--- src/verilog/srs_map.svh ---
// register offsets, bit positions and reset values of the status block
// assumes byte addresses on a 32-bit AHB-Lite bus, one register per word
`ifndef SRS_MAP_SVH
`define SRS_MAP_SVH

// register byte offsets
`define SRS_OFS_TX_CMD_STAT   8'h00
`define SRS_OFS_TX_INT_CTRL   8'h04
`define SRS_OFS_RX_CMD_STAT   8'h08
`define SRS_OFS_RX_INT_CTRL   8'h0c
`define SRS_OFS_RX_DATA       8'h10
`define SRS_OFS_NONE          8'hff

// transmit_command_status low byte and idle mode field
`define SRS_TX_PREAMBLE       7
`define SRS_TX_IDLE_UNIT      6
`define SRS_TX_ABORT          5
`define SRS_TX_FRAME_END      4
`define SRS_TX_CHECK_SEQ      3
`define SRS_TX_SHIFTER        2
`define SRS_TX_STARVED        1
`define SRS_TX_VACANT         0
`define SRS_TX_W1C_MASK       8'hfa
`define SRS_TX_IDLE_MODE_LSB  8

// receive_command_status bits
`define SRS_RX_SHORT_FRAME    8
`define SRS_RX_LINE_IDLE      6
`define SRS_RX_BREAK_ABORT    5
`define SRS_RX_BOUNDARY       4
`define SRS_RX_CHECK_ERR      3
`define SRS_RX_ABORT_PARITY   2
`define SRS_RX_OVERFLOW       1
`define SRS_RX_AVAIL          0

// receive_interrupt_control word status bit
`define SRS_RIC_PAIRED        3

// position of each mark inside a queued entry
`define SRS_MK_SHORT          4
`define SRS_MK_BOUND          3
`define SRS_MK_CHECK          2
`define SRS_MK_ABORT          1
`define SRS_MK_OVER           0

// reset values and default receive queue depth
`define SRS_RST_TX_FLAGS      8'h00
`define SRS_RST_ARM           8'h00
`define SRS_RST_IDLE_MODE     3'h0
`define SRS_RXQ_DEPTH         32

`endif

--- src/verilog/srs_pkg.sv ---
// types shared by the status block and its receive queue
// assumes srs_map.svh supplies the numeric constants
package srs_pkg;

   typedef logic [4:0] srs_mark_t;

   typedef struct packed
   {
      srs_mark_t  mark;
      logic [7:0] ch;
   } srs_entry_t;

endpackage

--- src/verilog/srs_rxq_if.sv ---
// carrier between the status logic and its receive queue
// assumes both ends run on the same system clock
`timescale 1ns/1ps
interface srs_rxq_if
   import srs_pkg::*;
#(
   parameter int DEPTH = 32
);
   localparam int CW = $clog2(DEPTH + 1);

   logic          push;
   srs_entry_t    wdata;
   logic          pop;
   logic          pop2;
   srs_entry_t    head0;
   srs_entry_t    head1;
   logic [CW-1:0] count;
   logic          full;

   modport store (input push, wdata, pop, pop2,
                  output head0, head1, count, full);
   modport user  (output push, wdata, pop, pop2,
                  input head0, head1, count, full);
endinterface

--- src/verilog/srs_status_top.sv ---
// transmit and receive status reporting, registers on AHB-Lite
// assumes transmitter and receiver event inputs are one-cycle pulses
// and line condition inputs are levels, all synchronous to i_clk_sys
//
// The placing of the registers and the AHB-Lite register port were chosen for this implementation.
`timescale 1ns/1ps
`include "srs_map.svh"
module srs_status_top
   import srs_pkg::*;
#(
   parameter int RXQ_DEPTH = `SRS_RXQ_DEPTH
)
(
   // clock and reset
   input  wire logic        i_clk_sys,
   input  wire logic        i_reset_n,
   // ahb-lite slave
   input  wire logic        i_hsel,
   input  wire logic [31:0] i_haddr,
   input  wire logic [1:0]  i_htrans,
   input  wire logic        i_hwrite,
   input  wire logic [2:0]  i_hsize,
   input  wire logic [31:0] i_hwdata,
   input  wire logic        i_hready,
   output logic      [31:0] o_hrdata,
   output logic             o_hreadyout,
   output logic             o_hresp,
   // channel mode
   input  wire logic        i_sync_mode,
   input  wire logic        i_hdlc_mode,
   input  wire logic        i_async_mode,
   // transmitter events and state
   input  wire logic        i_tx_preamble_done,
   input  wire logic        i_tx_idle_unit_done,
   input  wire logic        i_tx_idle_is_pattern,
   input  wire logic        i_tx_idle_active,
   input  wire logic        i_tx_abort_done,
   input  wire logic        i_tx_frame_end_done,
   input  wire logic        i_tx_check_done,
   input  wire logic        i_tx_shifting,
   input  wire logic        i_tx_needs_char,
   input  wire logic        i_tx_queue_empty,
   // receiver characters and line conditions
   input  wire logic        i_rx_push,
   input  wire logic [7:0]  i_rx_char,
   input  wire logic [4:0]  i_rx_mark,
   input  wire logic        i_line_idle_detected,
   input  wire logic        i_line_idle_active,
   input  wire logic        i_break_abort_event,
   input  wire logic        i_break_active,
   // status outputs
   output logic             o_tx_int_req,
   output logic             o_rx_int_req,
   output logic             o_rx_status_pending,
   output logic             o_rx_full,
   output logic             o_paired_char_status_select,
   output logic      [2:0]  o_tx_idle_mode
);

   ////////////////////////////////////////////////////////////////////////
   // bus slave: zero wait states, reads sampled in the address phase
   logic        wr_pend_q;
   logic [7:0]  wr_addr_q;
   logic [31:0] hrdata_q;

   wire       bus_take = i_hsel & i_htrans[1] & i_hready;
   wire       hi_zero  = (i_haddr[31:8] == 24'h000000);
   wire [7:0] a_ofs    = hi_zero ? i_haddr[7:0] : `SRS_OFS_NONE;
   wire       rd_take  = bus_take & ~i_hwrite;
   wire       rd_tcs   = rd_take & (a_ofs == `SRS_OFS_TX_CMD_STAT);
   wire       rd_tic   = rd_take & (a_ofs == `SRS_OFS_TX_INT_CTRL);
   wire       rd_rcs   = rd_take & (a_ofs == `SRS_OFS_RX_CMD_STAT);
   wire       rd_ric   = rd_take & (a_ofs == `SRS_OFS_RX_INT_CTRL);
   wire       rd_dat   = rd_take & (a_ofs == `SRS_OFS_RX_DATA);
   wire       wr_tcs   = wr_pend_q & (wr_addr_q == `SRS_OFS_TX_CMD_STAT);
   wire       wr_tic   = wr_pend_q & (wr_addr_q == `SRS_OFS_TX_INT_CTRL);
   wire       wr_rcs   = wr_pend_q & (wr_addr_q == `SRS_OFS_RX_CMD_STAT);
   wire       wr_ric   = wr_pend_q & (wr_addr_q == `SRS_OFS_RX_INT_CTRL);

   always_ff @(posedge i_clk_sys)
   begin
      if (!i_reset_n)
      begin
         wr_pend_q <= 1'b0;
         wr_addr_q <= `SRS_OFS_NONE;
      end
      else
      begin
         wr_pend_q <= bus_take & i_hwrite;
         wr_addr_q <= a_ofs;
      end
   end

   ////////////////////////////////////////////////////////////////////////
   // control registers
   logic [7:0] tx_arm_q;
   logic [7:0] rx_arm_q;
   logic [2:0] idle_mode_q;

   always_ff @(posedge i_clk_sys)
   begin
      if (!i_reset_n)
      begin
         tx_arm_q    <= `SRS_RST_ARM;
         rx_arm_q    <= `SRS_RST_ARM;
         idle_mode_q <= `SRS_RST_IDLE_MODE;
      end
      else
      begin
         if (wr_tic)
            tx_arm_q <= i_hwdata[7:0];
         if (wr_ric)
            rx_arm_q <= i_hwdata[7:0];
         if (wr_tcs)
            idle_mode_q <= i_hwdata[`SRS_TX_IDLE_MODE_LSB +: 3];
      end
   end

   wire paired = rx_arm_q[`SRS_RIC_PAIRED];

   ////////////////////////////////////////////////////////////////////////
   // transmit flags
   logic [7:0] tx_flag_q;
   logic       idle_once_q;
   logic       tx_req_q;
   wire  [7:0] tx_set;

   // a non-pattern idle gives one flag per idle stretch
   wire idle_set = i_tx_idle_unit_done &
                   (i_tx_idle_is_pattern | ~idle_once_q);

   assign tx_set[`SRS_TX_PREAMBLE]  = i_tx_preamble_done & i_sync_mode;
   assign tx_set[`SRS_TX_IDLE_UNIT] = idle_set;
   assign tx_set[`SRS_TX_ABORT]     = i_tx_abort_done & i_hdlc_mode;
   assign tx_set[`SRS_TX_FRAME_END] = i_tx_frame_end_done & i_sync_mode;
   assign tx_set[`SRS_TX_CHECK_SEQ] = i_tx_check_done & i_sync_mode;
   assign tx_set[`SRS_TX_SHIFTER]   = 1'b0;
   // transmitter raises needs_char early enough for the starved lead
   assign tx_set[`SRS_TX_STARVED]   = i_tx_needs_char &
                                      i_tx_queue_empty;
   assign tx_set[`SRS_TX_VACANT]    = 1'b0;

   wire [7:0] tx_clr    = wr_tcs ? (i_hwdata[7:0] & `SRS_TX_W1C_MASK)
                                 : 8'h00;
   // set wins over a clear landing in the same cycle
   wire [7:0] tx_flag_d = (tx_set | (tx_flag_q & ~tx_clr))
                          & `SRS_TX_W1C_MASK;
   wire       tx_rise   = |(tx_set & ~tx_flag_q & tx_arm_q);
   wire [7:0] tx_view;

   assign tx_view = {tx_flag_q[7:3],
                     ~i_tx_shifting,
                     tx_flag_q[`SRS_TX_STARVED],
                     i_tx_queue_empty};

   always_ff @(posedge i_clk_sys)
   begin
      if (!i_reset_n)
      begin
         tx_flag_q   <= `SRS_RST_TX_FLAGS;
         idle_once_q <= 1'b0;
         tx_req_q    <= 1'b0;
      end
      else
      begin
         tx_flag_q   <= tx_flag_d;
         idle_once_q <= i_tx_idle_active & (idle_once_q | idle_set);
         tx_req_q    <= tx_rise;
      end
   end

   ////////////////////////////////////////////////////////////////////////
   // receive queue
   srs_rxq_if #(.DEPTH(RXQ_DEPTH)) rxq ();

   srs_rx_queue #(.DEPTH(RXQ_DEPTH)) u_rxq
   (
      .i_clk_sys (i_clk_sys),
      .i_reset_n (i_reset_n),
      .q         (rxq.store)
   );

   wire nonempty = (rxq.count != '0);
   wire two_plus = (rxq.count > 1);
   wire use_two  = paired & two_plus;

   assign rxq.push       = i_rx_push;
   assign rxq.wdata      = {i_rx_mark,
                            i_rx_char};
   assign rxq.pop        = rd_dat & nonempty;
   assign rxq.pop2       = rd_dat & use_two;

   // marks of the oldest one or two entries, also what a read returns
   wire srs_mark_t head_mark = use_two ? (rxq.head0.mark | rxq.head1.mark)
                                       : rxq.head0.mark;
   wire [2:0] head3  = {head_mark[`SRS_MK_BOUND],
                        head_mark[`SRS_MK_ABORT],
                        head_mark[`SRS_MK_OVER]} & {3{nonempty}};
   wire [2:0] rx_arm3 = {rx_arm_q[`SRS_RX_BOUNDARY],
                         rx_arm_q[`SRS_RX_ABORT_PARITY],
                         rx_arm_q[`SRS_RX_OVERFLOW]};

   ////////////////////////////////////////////////////////////////////////
   // queued receive status
   logic [2:0] rx_latch_q;
   logic       rx_ip_q;
   logic       hold_v_q;
   srs_mark_t  hold_mark_q;

   wire [2:0] rx_clr3 = wr_rcs ? {i_hwdata[`SRS_RX_BOUNDARY],
                                  i_hwdata[`SRS_RX_ABORT_PARITY],
                                  i_hwdata[`SRS_RX_OVERFLOW]} : 3'h0;
   wire [2:0] rx_latch_d = (head3 & rx_arm3) |
                           (rx_latch_q & ~rx_clr3);
   wire       ip_set  = rxq.pop & |(head3 & rx_arm3);
   wire       ip_clr  = |rx_clr3;

   always_ff @(posedge i_clk_sys)
   begin
      if (!i_reset_n)
      begin
         rx_latch_q  <= 3'h0;
         rx_ip_q     <= 1'b0;
         hold_v_q    <= 1'b0;
         hold_mark_q <= '0;
      end
      else
      begin
         rx_latch_q <= rx_latch_d;
         rx_ip_q    <= ip_set | (rx_ip_q & ~ip_clr);
         if (rd_dat)
         begin
            hold_v_q    <= nonempty & head_mark[`SRS_MK_BOUND];
            hold_mark_q <= head_mark;
         end
         else if (rd_rcs)
            hold_v_q <= 1'b0;
      end
   end

   // unarmed view: held boundary marks, else the queue head
   wire srs_mark_t unarmed = hold_v_q ? hold_mark_q
                             : (head_mark & {5{nonempty}});
   wire v_bound = rx_arm3[2] ? rx_latch_q[2] : unarmed[`SRS_MK_BOUND];
   wire v_abort = rx_arm3[1] ? rx_latch_q[1] : unarmed[`SRS_MK_ABORT];
   wire v_over  = rx_arm3[0] ? rx_latch_q[0] : unarmed[`SRS_MK_OVER];

   ////////////////////////////////////////////////////////////////////////
   // line condition flags: idle detected and break or abort
   logic [1:0] line_flag_q;
   logic [1:0] unlatch_q;
   logic       rx_req_q;
   wire  [1:0] line_set = {i_line_idle_detected, i_break_abort_event};
   wire  [1:0] line_wr  = wr_rcs ? {i_hwdata[`SRS_RX_LINE_IDLE],
                                    i_hwdata[`SRS_RX_BREAK_ABORT]}
                                 : 2'b00;
   // abort sense clears at once; idle and break wait for the line
   wire  [1:0] cond_on  = {i_line_idle_active,
                           i_async_mode & i_break_active};
   wire  [1:0] line_arm = {rx_arm_q[`SRS_RX_LINE_IDLE],
                           rx_arm_q[`SRS_RX_BREAK_ABORT]};
   wire  [1:0] line_d;

   genvar gi;
   generate
      for (gi = 0; gi < 2; gi++)
      begin : g_line
         wire want_clr = unlatch_q[gi] | line_wr[gi];
         assign line_d[gi] = line_set[gi] |
                             (line_flag_q[gi] &
                              ~(want_clr & ~cond_on[gi]));

         always_ff @(posedge i_clk_sys)
         begin
            if (!i_reset_n)
            begin
               line_flag_q[gi] <= 1'b0;
               unlatch_q[gi]   <= 1'b0;
            end
            else
            begin
               line_flag_q[gi] <= line_d[gi];
               unlatch_q[gi]   <= line_d[gi] & want_clr & ~line_set[gi];
            end
         end
      end
   endgenerate

   always_ff @(posedge i_clk_sys)
   begin
      if (!i_reset_n)
         rx_req_q <= 1'b0;
      else
         rx_req_q <= |(line_set & ~line_flag_q & line_arm);
   end

   ////////////////////////////////////////////////////////////////////////
   // read data
   wire [15:0] rx_view = {7'h00, unarmed[`SRS_MK_SHORT], 1'b0,
                          line_flag_q[1], line_flag_q[0], v_bound,
                          unarmed[`SRS_MK_CHECK], v_abort, v_over,
                          nonempty};
   wire [15:0] dat_view = {use_two ? rxq.head1.ch : 8'h00,
                           nonempty ? rxq.head0.ch : 8'h00};
   wire [31:0] rd_word =
      rd_tcs ? {21'h000000, idle_mode_q, tx_view} :
      rd_tic ? {24'h000000, tx_arm_q} :
      rd_rcs ? {16'h0000, rx_view} :
      rd_ric ? {24'h000000, rx_arm_q} :
      rd_dat ? {16'h0000, dat_view} : 32'h00000000;

   always_ff @(posedge i_clk_sys)
   begin
      if (!i_reset_n)
         hrdata_q <= 32'h00000000;
      else if (rd_take)
         hrdata_q <= rd_word;
   end

   assign o_hrdata                    = hrdata_q;
   assign o_hreadyout                 = 1'b1;
   assign o_hresp                     = 1'b0;
   assign o_tx_int_req                = tx_req_q;
   assign o_rx_int_req                = rx_req_q;
   assign o_rx_status_pending         = rx_ip_q;
   assign o_rx_full                   = rxq.full;
   assign o_paired_char_status_select = paired;
   assign o_tx_idle_mode              = idle_mode_q;
endmodule // srs_status_top

--- src/verilog/srs_rx_queue.sv ---
// receive queue: each character travels with its five status marks
// assumes the user never pops more entries than count shows
`timescale 1ns/1ps
module srs_rx_queue
   import srs_pkg::*;
#(
   parameter int DEPTH = 32
)
(
   // clock and reset
   input  wire logic i_clk_sys,
   input  wire logic i_reset_n,
   // queue port
   srs_rxq_if.store  q
);
   localparam int AW = $clog2(DEPTH);
   localparam int CW = $clog2(DEPTH + 1);

   srs_entry_t    mem [DEPTH];
   logic [AW-1:0] wr_q;
   logic [AW-1:0] rd_q;
   logic [CW-1:0] cnt_q;

   wire           do_push = q.push & ~q.full;
   wire [CW-1:0]  n_pop   = q.pop ? (q.pop2 ? CW'(2) : CW'(1)) : '0;

   ////////////////////////////////////////////////////////////////////////
   // storage has no reset: contents are meaningless until counted in
   always_ff @(posedge i_clk_sys)
   begin
      if (do_push)
         mem[wr_q] <= q.wdata;
   end

   always_ff @(posedge i_clk_sys)
   begin
      if (!i_reset_n)
      begin
         wr_q  <= '0;
         rd_q  <= '0;
         cnt_q <= '0;
      end
      else
      begin
         wr_q  <= wr_q + AW'(do_push);
         rd_q  <= rd_q + AW'(n_pop);
         cnt_q <= cnt_q + CW'(do_push) - n_pop;
      end
   end

   assign q.head0 = mem[rd_q];
   assign q.head1 = mem[rd_q + AW'(1)];
   assign q.count = cnt_q;
   assign q.full  = (cnt_q == CW'(DEPTH));
endmodule // srs_rx_queue

--- config.mk ---
export PLATFORM = sky130hd
export DESIGN_NAME = srs_status_top
export DESIGN_NICKNAME = d
export VERILOG_FILES = /design/src/verilog/srs_pkg.sv /design/src/verilog/srs_rxq_if.sv /design/src/verilog/srs_status_top.sv /design/src/verilog/srs_rx_queue.sv
export VERILOG_INCLUDE_DIRS = /design/src /design/src/verilog
export SDC_FILE = /design/constraint.sdc
export NUM_CORES = 1
export LEC_CHECK = 0
export ABC_CLOCK_PERIOD_IN_PS = 4200
export BUFFER_PORTS_ARGS = -buffer_cell sky130_fd_sc_hd__buf_2
export CORE_MARGIN = 10
export CORE_UTILIZATION = 53
export CTS_CLUSTER_DIAMETER = 60
export DETAILED_ROUTE_END_ITERATION = 8
export GPL_TIMING_DRIVEN = 1
export HOLD_SLACK_MARGIN = 0.05
export PLACE_DENSITY_LB_ADDON = 0.2
export SLEW_MARGIN = 20
export SYNTH_ARGS = -nofsm -noshare
export SYNTH_HDL_FRONTEND = slang
export SYNTH_SLANG_ARGS = --single-unit
--- constraint.sdc ---
create_clock -name i_clk_sys -period 4.2 [get_ports i_clk_sys]
set_clock_uncertainty 0.1 [all_clocks]
set_input_delay 0.42 -clock i_clk_sys [delete_from_list [all_inputs] [get_ports i_clk_sys]]
set_output_delay 0.42 -clock i_clk_sys [all_outputs]
set_load 0.05 [all_outputs]
==> impl_results.md, run 1 <==
- Outcome: finished clean
- Io pins: 147
- GP Congestion: 0.851
- Hold Vio Cnt, Final: 0
- Clock latency on the worst-skew pair: 0.60 ns
- Worst endpoint required time: 4.57 ns
- Async set-or-reset flop fraction in the synthesized netlist: 0
- Fin. max-slew vios: 0
- Starting Density: 0.533
- Cell family with most CP delay: multiplexers
- Clk sinks: 499
- Share of cells above drive strength 1: 0.348
- Overall die area: 0.0531 mm²
- RSZ-0062 raised after global routing: false
- DR WL/cell: 29.5 µm
- Synth unique cells: 60
- Total gr overflow: 0
- Max Fclk: 285 MHz
- Pwr dens: 402 mW/mm²
- CP startpoint kind: flip-flop
- Tightest Hold Check Type: input port to flip-flop
- Slowest cell on crit path: dfxtp_4
- Critical Path Max Stage Delay: 0.67 ns
- CTS tree: done
- Ys Warns: 0
- Fin util: 0.609
- DRT Wirelength: 63900 µm
- Vias in the first global route: 14500
- Post-synthesis sequential area ratio: 0.603
- First-pass DRT Iterations: 7
- Clock-pin slew on the worst setup and hold paths: 0.06 ns
- Slew at the pin with the worst max-slew slack: 0.920 ns
- Std-Cell Rows: 77
- Port Buf Inserts: 103
- Dpl ws: 0.373 ns
- Iter 0 DRT Violations: 1550
- Number of buffers created by CTS: 52
- Final net count: 1650
- Synth Cell Area: 0.0235 mm²
- IR drop worst, VDD: 0.342 mV
- Total Routing Usage GR: 0.241
- Fill count: 3256
- Worst Setup End Kind: flip-flop
- Largest area contributor in the netlist: edfxtp_1
- Clock root buffer: clkbuf_16
- Sum of buffers and inverters on the critical path: 0
- Tcrit/Tclk final: 0.835
- Ys flop type: edfxtp_1
- Longest Clk Path Bufs: 3
- FF+latch count, synth: 499
- Max_slew headroom: 0.383
- Static leakage: 8.61 nW
- Total number of vias: 14100
- Critical Path Most Common Cell: nor2_1
- Synth top area cells: edfxtp_1, mux4_2, dfxtp_1
- CP cell instances: and3_1, xor2_4, mux4_2, mux2i_1, nor2_1, a21oi_1, nor2_1
- Layout Area Growth over Synthesis: 14.3%
- Core region area: 0.0440 mm²
- DRC: 0
- Syn Area/Cell: 17.2 µm²
- EDFF count, synth: 416
- TNS Setup: 0 ns
- Gate Count Post-Synth: 1361
- Max FO, Critical Path: 26
- Vias per cell: 6.53
- Synth top area share: 0.532
- Min cycle time layout: 3.51 ns
- Worst setup path class: flip-flop to flip-flop
- Most frequent cells in the layout: edfxtp_1, mux4_2, buf_2, dfxtp_1, nor2_1
- DP Wirelength: 41900 µm
- Initial antenna violation count: 2
- Most common cell after layout, fill and taps aside: edfxtp_1
- CP Data Arrival Time: 3.88 ns
- Max-Cap Viols: 0
- Largest net degree at the start of global routing: 103
- Final Setup Violations: 0
- Die extent in y: 230 µm
- Worst setup margin: 0.695 ns
- H-tree levels: 2
- Ant. Diodes: 0
- Final antenna-violating net count: 0
- Die Wd: 230 µm
- Global-route wire length before repair: 95200 µm
final cells by class:
class	instances	area, µm²	area share
clock buffer	71	1430	0.0533
clock inverter	27	239	0.00891
inverter	21	78.8	0.00294
multi-input combinational	751	8780	0.327
sequential	499	14200	0.528
tap	592	741	0.0276
timing repair buffer	201	1390	0.0519
metal layers:
| layer | share of wire | track usage | routed length, µm | vias up |
|---|---|---|---|---|
| met5 | 0.00031 | 0 | 20 | - |
| met4 | 0.028 | 0.0777 | 1800 | 2 |
| met3 | 0.094 | 0.0429 | 6000 | 117 |
| met2 | 0.49 | 0.395 | 31500 | 774 |
| met1 | 0.39 | 0.325 | 24600 | 7374 |
| li1 | - | - | - | 5859 |
through the flow:
step / instance area [µm²] / hold slack, ns / power, W / cells
2_1_floorplan: 23500 / 0.349 / 0.00604 / 1377
3_3_place_gp: 24900 / 0.366 / 0.00631 / 2033
3_5_place_dp: 24900 / 0.368 / 0.00633 / 2033
4_1_cts: 26800 / 0.0514 / 0.0109 / 2162
5_1_grt: 26800 / 0.0940 / 0.0111 / 2162
6_report: 26800 / 0.0728 / 0.0108 / 2162
cells by family after synthesis:
family	count (synthesis)	synth area share
fa+ha+maj	19	0.0108
flops	499	0.603
xor+xnor	15	0.00624
other cells	2	0.000320
buf+inv	127	0.0307
mux	295	0.258
compound gates	128	0.0346
simple gates	276	0.0561
synth_stat cells, types with 4 or more instances:
master,instances
a21oi_1,39
a22oi_1,11
a31oi_1,10
and2_1,9
buf_1,6
buf_2,36
buf_4,29
buf_6,12
clkbuf_1,23
dfxtp_1,83
edfxtp_1,416
ha_1,17
inv_1,21
mux2i_1,44
mux4_2,248
nand2_1,61
nand2b_1,15
nand3_1,25
nand3b_1,10
nand4b_1,5
nor2_1,108
nor2b_1,4
nor3_1,7
nor3b_1,5
nor4_1,7
o211ai_1,7
o21a_1,5
o21ai_0,20
o21ai_1,7
o221ai_1,6
o22ai_1,6
or2_1,4
xnor2_1,6
xor2_1,7
where the power goes:
part           internal, W  switching, W
Clock              0.00263       0.00190
Sequential         0.00545     0.0000415
Combinational     0.000276      0.000494
state kept, by name, summed over array words and instances (netlist names):
name	cells
rx_arm_q	8
o_tx_int_req	1
o_hrdata	16
o_tx_idle_mode	3
rx_latch_q	3
u_rxq.mem	416
wr_pend_q	1
wr_addr_q	8
line_flag_q	2
hold_v_q	1
u_rxq.rd_q	5
tx_arm_q	8
o_rx_status_pending	1
o_rx_int_req	1
u_rxq.wr_q	5
tx_flag_q	6
idle_once_q	1
u_rxq.q.count	6
unlatch_q	2
hold_mark_q	5
worst reg2reg max path: stages (launching register included):
cell     delay (ns)
dfxtp_4        0.67
and3_1         0.43
xor2_4         0.67
mux4_2         0.60
mux2i_1        0.51
nor2_1         0.14
a21oi_1        0.19
nor2_1         0.06
repair_timing:
| item | in CTS | in global routing |
|---|---|---|
| gates resized for setup | 0 | 0 |
| endpoints found under the hold margin | 36 | 0 |
| hold buffers | 31 | 0 |
| setup buffers | 0 | 0 |
worst paths after layout:
path | startpoint | to | slack (ns) | cells after the start
setup / recovery | u_rxq.rd_q[2] | o_hrdata[15] | 0.69 | 7
hold / removal | i_tx_abort_done | o_tx_int_req | 0.07 | 3
setup reg to reg | u_rxq.rd_q[2] | o_hrdata[15] | 0.69 | 7
hold reg to reg | tx_flag_q[6] | tx_flag_q[6] | 0.38 | 2
No activity file was read; power rests on OpenSTA's default activity.
==> run 2, diff against run 1 <==
--- a/config.mk
+++ b/config.mk
@@ -6,7 +6,8 @@
 export SDC_FILE = /design/constraint.sdc
 export NUM_CORES = 1
 export LEC_CHECK = 0
-export ABC_CLOCK_PERIOD_IN_PS = 4200
+export ABC_AREA = 1
+export ABC_CLOCK_PERIOD_IN_PS = 2900
 export BUFFER_PORTS_ARGS = -buffer_cell sky130_fd_sc_hd__buf_2
 export CORE_MARGIN = 10
 export CORE_UTILIZATION = 53
==> constraint.sdc (replaced) <==
create_clock -name i_clk_sys -period 2.9 [get_ports i_clk_sys]
set_clock_uncertainty 0.1 [all_clocks]
set_input_delay 0.29 -clock i_clk_sys [delete_from_list [all_inputs] [get_ports i_clk_sys]]
set_output_delay 0.29 -clock i_clk_sys [all_outputs]
set_load 0.05 [all_outputs]
==> run 2 against run 1 <==
- sequential cell count did not move
- highest routed layer is now met4
- sequential share of layout area fell by 3.9 points
- cell area rose by 8.0%
==> impl_results.md, run 2 <==
- Outcome: finished clean
- Layout Area Growth over Synthesis: 14.8%
- CP Data Arrival Time: 3.18 ns (-0.70 ns)
- RSZ-0062 raised after global routing: true
- Worst endpoint required time: 3.29 ns (-1.28 ns)
- Final antenna-violating net count: 0 (unchanged)
- Tightest Hold Check Type: input port to flip-flop
- Ys flop type: edfxtp_1
- Max reg flops: 416 (unchanged)
- Syn Area/Cell: 8.98 µm² (-48%)
- DRT Wirelength: 79400 µm (+24%)
- Dpl ws: -0.421 ns (-0.794 ns)
- DR WL/cell: 22.0 µm (-26%)
- Top-count cell post-synth: nand2_1
- Initial antenna violation count: 1 (-1)
- CTS tree: done
- Adder-cell area share of the yosys netlist: 0.0100 (-0.000755)
- Synth top area share: 0.495 (-0.0373)
- IR drop worst, VDD: 0.545 mV (+59%)
- Synth top area cells: edfxtp_1, o21ai_0, nand2_1
- Slew at the pin with the worst max-slew slack: 0.783 ns (-0.138 ns)
- Cell area after layout: 0.0290 mm² (+8.0%)
- Simple logic cell fraction of the synthesized area: 0.161 (+0.104)
- Port Buf Inserts: 103 (unchanged)
- Largest area contributor in the netlist: edfxtp_1
- Largest family of logic cells by synthesized area: compound AO/OA/AOI/OAI gates
- Vias in the first global route: 20700 (+43%)
- Pwr dens: 538 mW/mm² (+34%)
- Max-Cap Viols: 0 (unchanged)
- Std-Cell Rows: 79 (+2.6%)
- GP Congestion: 0.919 (+8.0%)
- Async set-or-reset flop fraction in the synthesized netlist: 0 (unchanged)
- Number of buffers created by CTS: 53 (+1.9%)
- Compound-Gate Fraction of Synth Area: 0.180 (+0.145)
- Vias per cell: 6.04 (-7.5%)
- Die Wd: 238 µm (+3.4%)
- Clock root buffer: clkbuf_16
- Longest Clk Path Bufs: 3 (unchanged)
- DRC: 0 (unchanged)
- Ant. Diodes: 0 (unchanged)
- Clock latency on the worst-skew pair: 0.61 ns (about the same)
- Hold Vio Cnt, Final: 0 (unchanged)
- Synth unique cells: 52 (-13%)
- Total Routing Usage GR: 0.272 (+0.0307)
- Fin. max-slew vios: 0 (unchanged)
- Min cycle time layout: 2.79 ns (-0.713 ns)
- Ys Warns: 0 (unchanged)
- Core region area: 0.0469 mm² (+6.4%)
- Synth Cell Area: 0.0252 mm² (+7.5%)
- Share of cells above drive strength 1: 0.123 (-0.226)
- Overall die area: 0.0567 mm² (+6.9%)
- Iter 0 DRT Violations: 3028 (+95%)
- Post-synthesis xor/xnor area fraction: 0.00238 (-0.00386)
- Finished Layout Cells: 3615 (+67%)
- CP startpoint kind: flip-flop
- Max Fclk: 358 MHz (+26%)
- Post-DP Area: 0.0268 mm² (+7.9%)
- Die extent in y: 238 µm (+3.4%)
- Biggest register: u_rxq.mem
- DP Cell Count: 3473 (+71%)
- Max FO, Critical Path: 31 (+19%)
- Gate Count Post-Synth: 2812 (+110%)
- Max_slew headroom: 0.478 (+0.0951)
- DP Wirelength: 51500 µm (+23%)
- Worst setup margin: 0.108 ns (-0.587 ns)
- Largest net degree at the start of global routing: 125 (+21%)
- First-pass DRT Iterations: 8 (+1)
- Commonest cells post-synth: nand2_1, edfxtp_1, o21ai_0
- Post-synthesis sequential area ratio: 0.561 (-0.0423)
- Worst setup path class: flip-flop to flip-flop
- EDFF count, synth: 416 (unchanged)
- Tcrit/Tclk final: 0.963 (+0.128)
- Final net count: 3091 (+87%)
- Global-route wire length before repair: 120000 µm (+26%)
- Total number of vias: 21800 (+55%)
- Multiplexer area fraction after synthesis: 0 (-0.258)
- FF+latch count, synth: 499 (unchanged)
- Io pins: 147 (unchanged)
- TNS Setup: 0 ns (unchanged)
- H-tree levels: 2 (unchanged)
- Worst Setup End Kind: flip-flop
- Final Hold Slack: 0.0827 ns (+0.00993 ns)
- Total gr overflow: 0 (unchanged)
- Clock-pin slew on the worst setup and hold paths: 0.06 ns (about the same)
- Starting Density: 0.539 (+0.00563)
- Most frequent cells in the layout: nand2_1, edfxtp_1, o21ai_0, a21oi_1, inv_1
- Final Setup Violations: 0 (unchanged)
- Most common cell after layout, fill and taps aside: nand2_1
- Clk sinks: 499 (unchanged)
- Static leakage: 11.1 nW (+29%)
run 2: cell count changes after synthesis, sizes merged, moves of 203 or more:
cell / before / now
a21oi: 39 / 327
inv: 21 / 284
mux4: 248 / 0
nand2: 61 / 479
nand3: 25 / 228
o21ai: 28 / 376
run 2: report_power, final:
| group | switching, W | internal, W |
|---|---|---|
| Sequential | 0.0000641 | 0.00790 |
| Clock | 0.00279 | 0.00362 |
| Combinational | 0.000855 | 0.000375 |
| Total | 0.00370 | 0.0119 |
run 2: logic make-up (layout without fill, tap and decap cells):
group | after synthesis | count (layout)
AND/OR/NAND/NOR | 968 | 968
AO/OA/AOI/OAI | 839 | 839
flip-flops | 499 | 499
buffers and inverters | 482 | 662
adder cells (fa/ha/maj) | 19 | 19
XOR/XNOR | 3 | 3
other | 2 | 18
run 2: worst paths after layout:
path,startpoint,depth (start not counted),slack (ns),end
hold / removal,i_tx_abort_done,5,0.08,o_tx_int_req
setup / recovery,u_rxq.rd_q[0],14,0.11,o_hrdata[2]
hold reg to reg,o_hrdata[6],2,0.37,o_hrdata[6]
setup reg to reg,u_rxq.rd_q[0],14,0.11,o_hrdata[2]
run 2: worst max-delay path, cell delays in order, from the launching register on:
cell and delay (ns):
dfxtp_4 0.47, ha_4 0.24, xor2_4 0.19, buf_4 0.46
nand3_1 0.14, nand3_1 0.13, nand3_1 0.14, nand3_1 0.10
nand2_1 0.21, nand2_1 0.13, nand2_1 0.06, nand2_1 0.05
nand3_1 0.09, nand2_1 0.08, a21oi_1 0.06
run 2: area by class of cell:
cell class              count  area [µm²]
repair buffers            280        2230
clock buffers              73        1440
clock inverters            23         158
inverters                 286        1090
fillers                  3869       17900
multi-input cells        1847        9130
well taps                 607         759
flip-flops and latches    499       14200
run 2: what timing repair did:
item / CTS / global route
buffers inserted: 0 / 1
endpoints found under the hold margin: 48 / 0
hold buffers: 47 / 0
endpoints found under the setup margin: 0 / 3
resized for setup: 0 / 29
run 2: stage by stage:
stage          total power (W)   util
2_1_floorplan          0.00873      -
3_3_place_gp           0.00917  0.572
3_5_place_dp           0.00920  0.572
4_1_cts                 0.0156  0.616
5_1_grt                 0.0160  0.618
6_report                0.0156  0.618
run 2: metal layers:
| metal | vias to the layer above | global-route usage | wire [µm] |
|---|---|---|---|
| met3 | 209 | 0.0451 | 8550 |
| met2 | 1352 | 0.438 | 36500 |
| li1 | 10000 | - | - |
| met5 | - | 0 | 0 |
| met1 | 10300 | 0.358 | 31100 |
| met4 | 0 | 0.118 | 3200 |
==> run 3, diff against run 2 <==
--- a/config.mk
+++ b/config.mk
@@ -8,11 +8,12 @@
 export LEC_CHECK = 0
 export ABC_AREA = 1
 export ABC_CLOCK_PERIOD_IN_PS = 2900
-export BUFFER_PORTS_ARGS = -buffer_cell sky130_fd_sc_hd__buf_2
+export CORE_ASPECT_RATIO = 0.75
 export CORE_MARGIN = 10
 export CORE_UTILIZATION = 53
 export CTS_CLUSTER_DIAMETER = 60
 export DETAILED_ROUTE_END_ITERATION = 8
+export DONT_BUFFER_PORTS = 1
 export GPL_TIMING_DRIVEN = 1
 export HOLD_SLACK_MARGIN = 0.05
 export PLACE_DENSITY_LB_ADDON = 0.2
==> constraint.sdc (replaced) <==
create_clock -name i_clk_sys -period 2.9 [get_ports i_clk_sys]
set_clock_uncertainty 0.1 [all_clocks]
set_input_delay 0.29 -clock i_clk_sys [delete_from_list [all_inputs] [get_ports i_clk_sys]]
set_output_delay 0.29 -clock i_clk_sys [all_outputs]
set_load 0.005 [all_outputs]
==> run 3 against run 2 <==
- non-clock buffer count decreased by 37
- register-to-register slack improved by 0.05 ns
- cell area increased by 0.67%
- sequential power about the same
- global-route usage increased by 1.2 points
- critical path depth down 1
- die area is 0.16% higher
- largest power group unchanged
==> impl_results.md, run 3 (same netlist as run 2, synthesis figures left out) <==
- Total number of vias: 22100 (+0.97%)
- Final Hold Slack: 0.100 ns (+0.0175 ns)
- Slew at the pin with the worst max-slew slack: 0.830 ns (+0.0478 ns)
- Max Fclk: 365 MHz (+1.8%)
- Hold Vio Cnt, Final: 0 (unchanged)
- Global-route wire length before repair: 124000 µm (+3.4%)
- Most common cell after layout, fill and taps aside: nand2_1
- Std-Cell Rows: 69 (-13%)
- Largest net degree at the start of global routing: 94 (-25%)
- H-tree levels: 2 (unchanged)
- CP Data Arrival Time: 3.14 ns (-0.04 ns)
- Iter 0 DRT Violations: 3437 (+14%)
- Post-DP Area: 0.0264 mm² (-1.6%)
- Fin util: 0.617 (-0.000758)
- Pwr dens: 524 mW/mm² (-2.7%)
- Total Routing Usage GR: 0.284 (+0.0118)
- Power Total: 0.0153 W (-2.0%)
- Slowest cell on crit path: inv_1
- Longest Clk Path Bufs: 3 (unchanged)
- Cell area after layout: 0.0292 mm² (+0.67%)
- Area of the multi-input gates: 0.00911 mm² (-0.14%)
- Outcome: finished clean
- CP startpoint kind: flip-flop
- DRT Wirelength: 83700 µm (+5.4%)
- First-pass DRT Iterations: 6 (-2)
- Clock latency on the worst-skew pair: 0.62 ns (about the same)
- Die Wd: 272 µm (+14%)
- Max-Cap Viols: 0 (unchanged)
- Most frequent cells in the layout: nand2_1, edfxtp_1, o21ai_0, a21oi_1, inv_1
- Final antenna-violating net count: 0 (unchanged)
- CTS tree: done
- Clk sinks: 499 (unchanged)
- R2r setup slk: 0.16 ns (+0.05 ns)
- Layout Area Growth over Synthesis: 15.5%
- DRC: 0 (unchanged)
- Register Area: 0.0142 mm² (about the same)
- Biggest register: u_rxq.mem
- Critical Path Max Stage Delay: 0.54 ns (+0.07 ns)
- Fin. max-slew vios: 0 (unchanged)
- Static leakage: 11.0 nW (-1.7%)
- Vias per cell: 6.13 (+1.4%)
- Clock-pin slew on the worst setup and hold paths: 0.06 ns (about the same)
- Io pins: 147 (unchanged)
- Overall die area: 0.0568 mm² (+0.16%)
- Sum of buffers and inverters on the critical path: 2 (+1)
- DR WL/cell: 23.2 µm (+5.9%)
- Worst Setup End Kind: flip-flop
- Cell family with most CP delay: simple AND/OR/NAND/NOR gates
- CP cell instances: inv_1, buf_4, nand3_1, nand3_1, nand3_1, nand2_1, nand2_1, nand2_1, nand2_1, nand2_1, nand3_1, nand2_1, a21oi_1
- Starting Density: 0.534 (-0.00424)
- Total gr overflow: 0 (unchanged)
- Initial antenna violation count: 1 (unchanged)
- Share of cells above drive strength 1: 0.0929 (-0.0298)
- Worst setup path class: flip-flop to flip-flop
- Final Setup Violations: 0 (unchanged)
- Max reg flops: 416 (unchanged)
- TNS Setup: 0 ns (unchanged)
- Fill count: 3889 (+0.52%)
- Tcrit/Tclk final: 0.946 (-0.0171)
- IR drop worst, VDD: 0.632 mV (+16%)
- Min cycle time layout: 2.74 ns (-0.0496 ns)
- Max FO, Critical Path: 11 (-65%)
- Final net count: 3050 (-1.3%)
- Worst endpoint required time: 3.29 ns (about the same)
- Vias in the first global route: 20500 (-0.83%)
- Die extent in y: 209 µm (-12%)
- Critical Path Most Common Cell: nand2_1
- Max_slew headroom: 0.445 (-0.0337)
- Port Buf Inserts: 0 (-100%)
- Ant. Diodes: 0 (unchanged)
- Core region area: 0.0472 mm² (+0.79%)
- Tightest Hold Check Type: input port to flip-flop
- Clock root buffer: clkbuf_16
- Number of buffers created by CTS: 49 (-7.5%)
- DP Wirelength: 51900 µm (+0.89%)
- GP Congestion: 0.913 (-0.69%)
run 3: cell types whose count changed in the layout (fill, tap and decap cells not counted), sizes merged, moves of 2 or more:
cell	delta
clkinvlp	+2
clkbuf	-6
dlygate4sd3	+47
clkinv	-5
buf	-84
run 3: stage by stage:
step,setup slack [ns],std cells
floorplan,-0.0463,2828
global placement,-0.137,3400
detailed placement,-0.281,3400
CTS,0.00370,3591
global route,-0.0321,3599
finish,0.157,3599
run 3: layer usage:
metal | GRT usage | vias to the layer above | wire length [µm]
met4 | 0.105 | 2 | 2940
met5 | 0 | - | 10
met2 | 0.420 | 1467 | 35900
met1 | 0.398 | 10500 | 33500
li1 | - | 9920 | -
met3 | 0.0694 | 214 | 11300
run 3: worst paths after layout:
path | startpoint | endpoint | depth (start not counted)
worst max register to register | u_rxq.rd_q[2] | o_hrdata[4] | 13
worst min register to register | rx_latch_q[0] | rx_latch_q[0] | 2
worst min-delay path | i_haddr[4] | o_hrdata[7] | 6
worst max-delay path | u_rxq.rd_q[2] | o_hrdata[4] | 13
run 3: worst reg2reg max path, stage by stage (launching register included):
cell,delay [ns]
dfxtp_2,0.40
inv_1,0.54
buf_4,0.30
nand3_1,0.11
nand3_1,0.22
nand3_1,0.25
nand2_1,0.12
nand2_1,0.12
nand2_1,0.08
nand2_1,0.06
nand2_1,0.08
nand3_1,0.08
nand2_1,0.09
a21oi_1,0.07
run 3: report_power, final:
part           switching [W]  internal [W]
Clock                0.00278       0.00329
Sequential         0.0000648       0.00789
Combinational       0.000800      0.000444
run 3: timing repair:
item / CTS / global route
cloned: 0 / 1
endpoints found under the setup margin: 2 / 11
hold buffers: 105 / 1
pin swaps: 1 / 6
setup buffers: 1 / 6
gates resized for setup: 1 / 18
hold endpoints to repair: 487 / 5
run 3: final cells by class:
| class | count | area share |
|---|---|---|
| flip-flops and latches | 499 | 0.486 |
| inverters | 286 | 0.0373 |
| repair buffers | 243 | 0.0873 |
| clock buffers | 66 | 0.0457 |
| clock inverters | 19 | 0.00403 |
| well taps | 639 | 0.0274 |
| multi-input cells | 1847 | 0.313 |
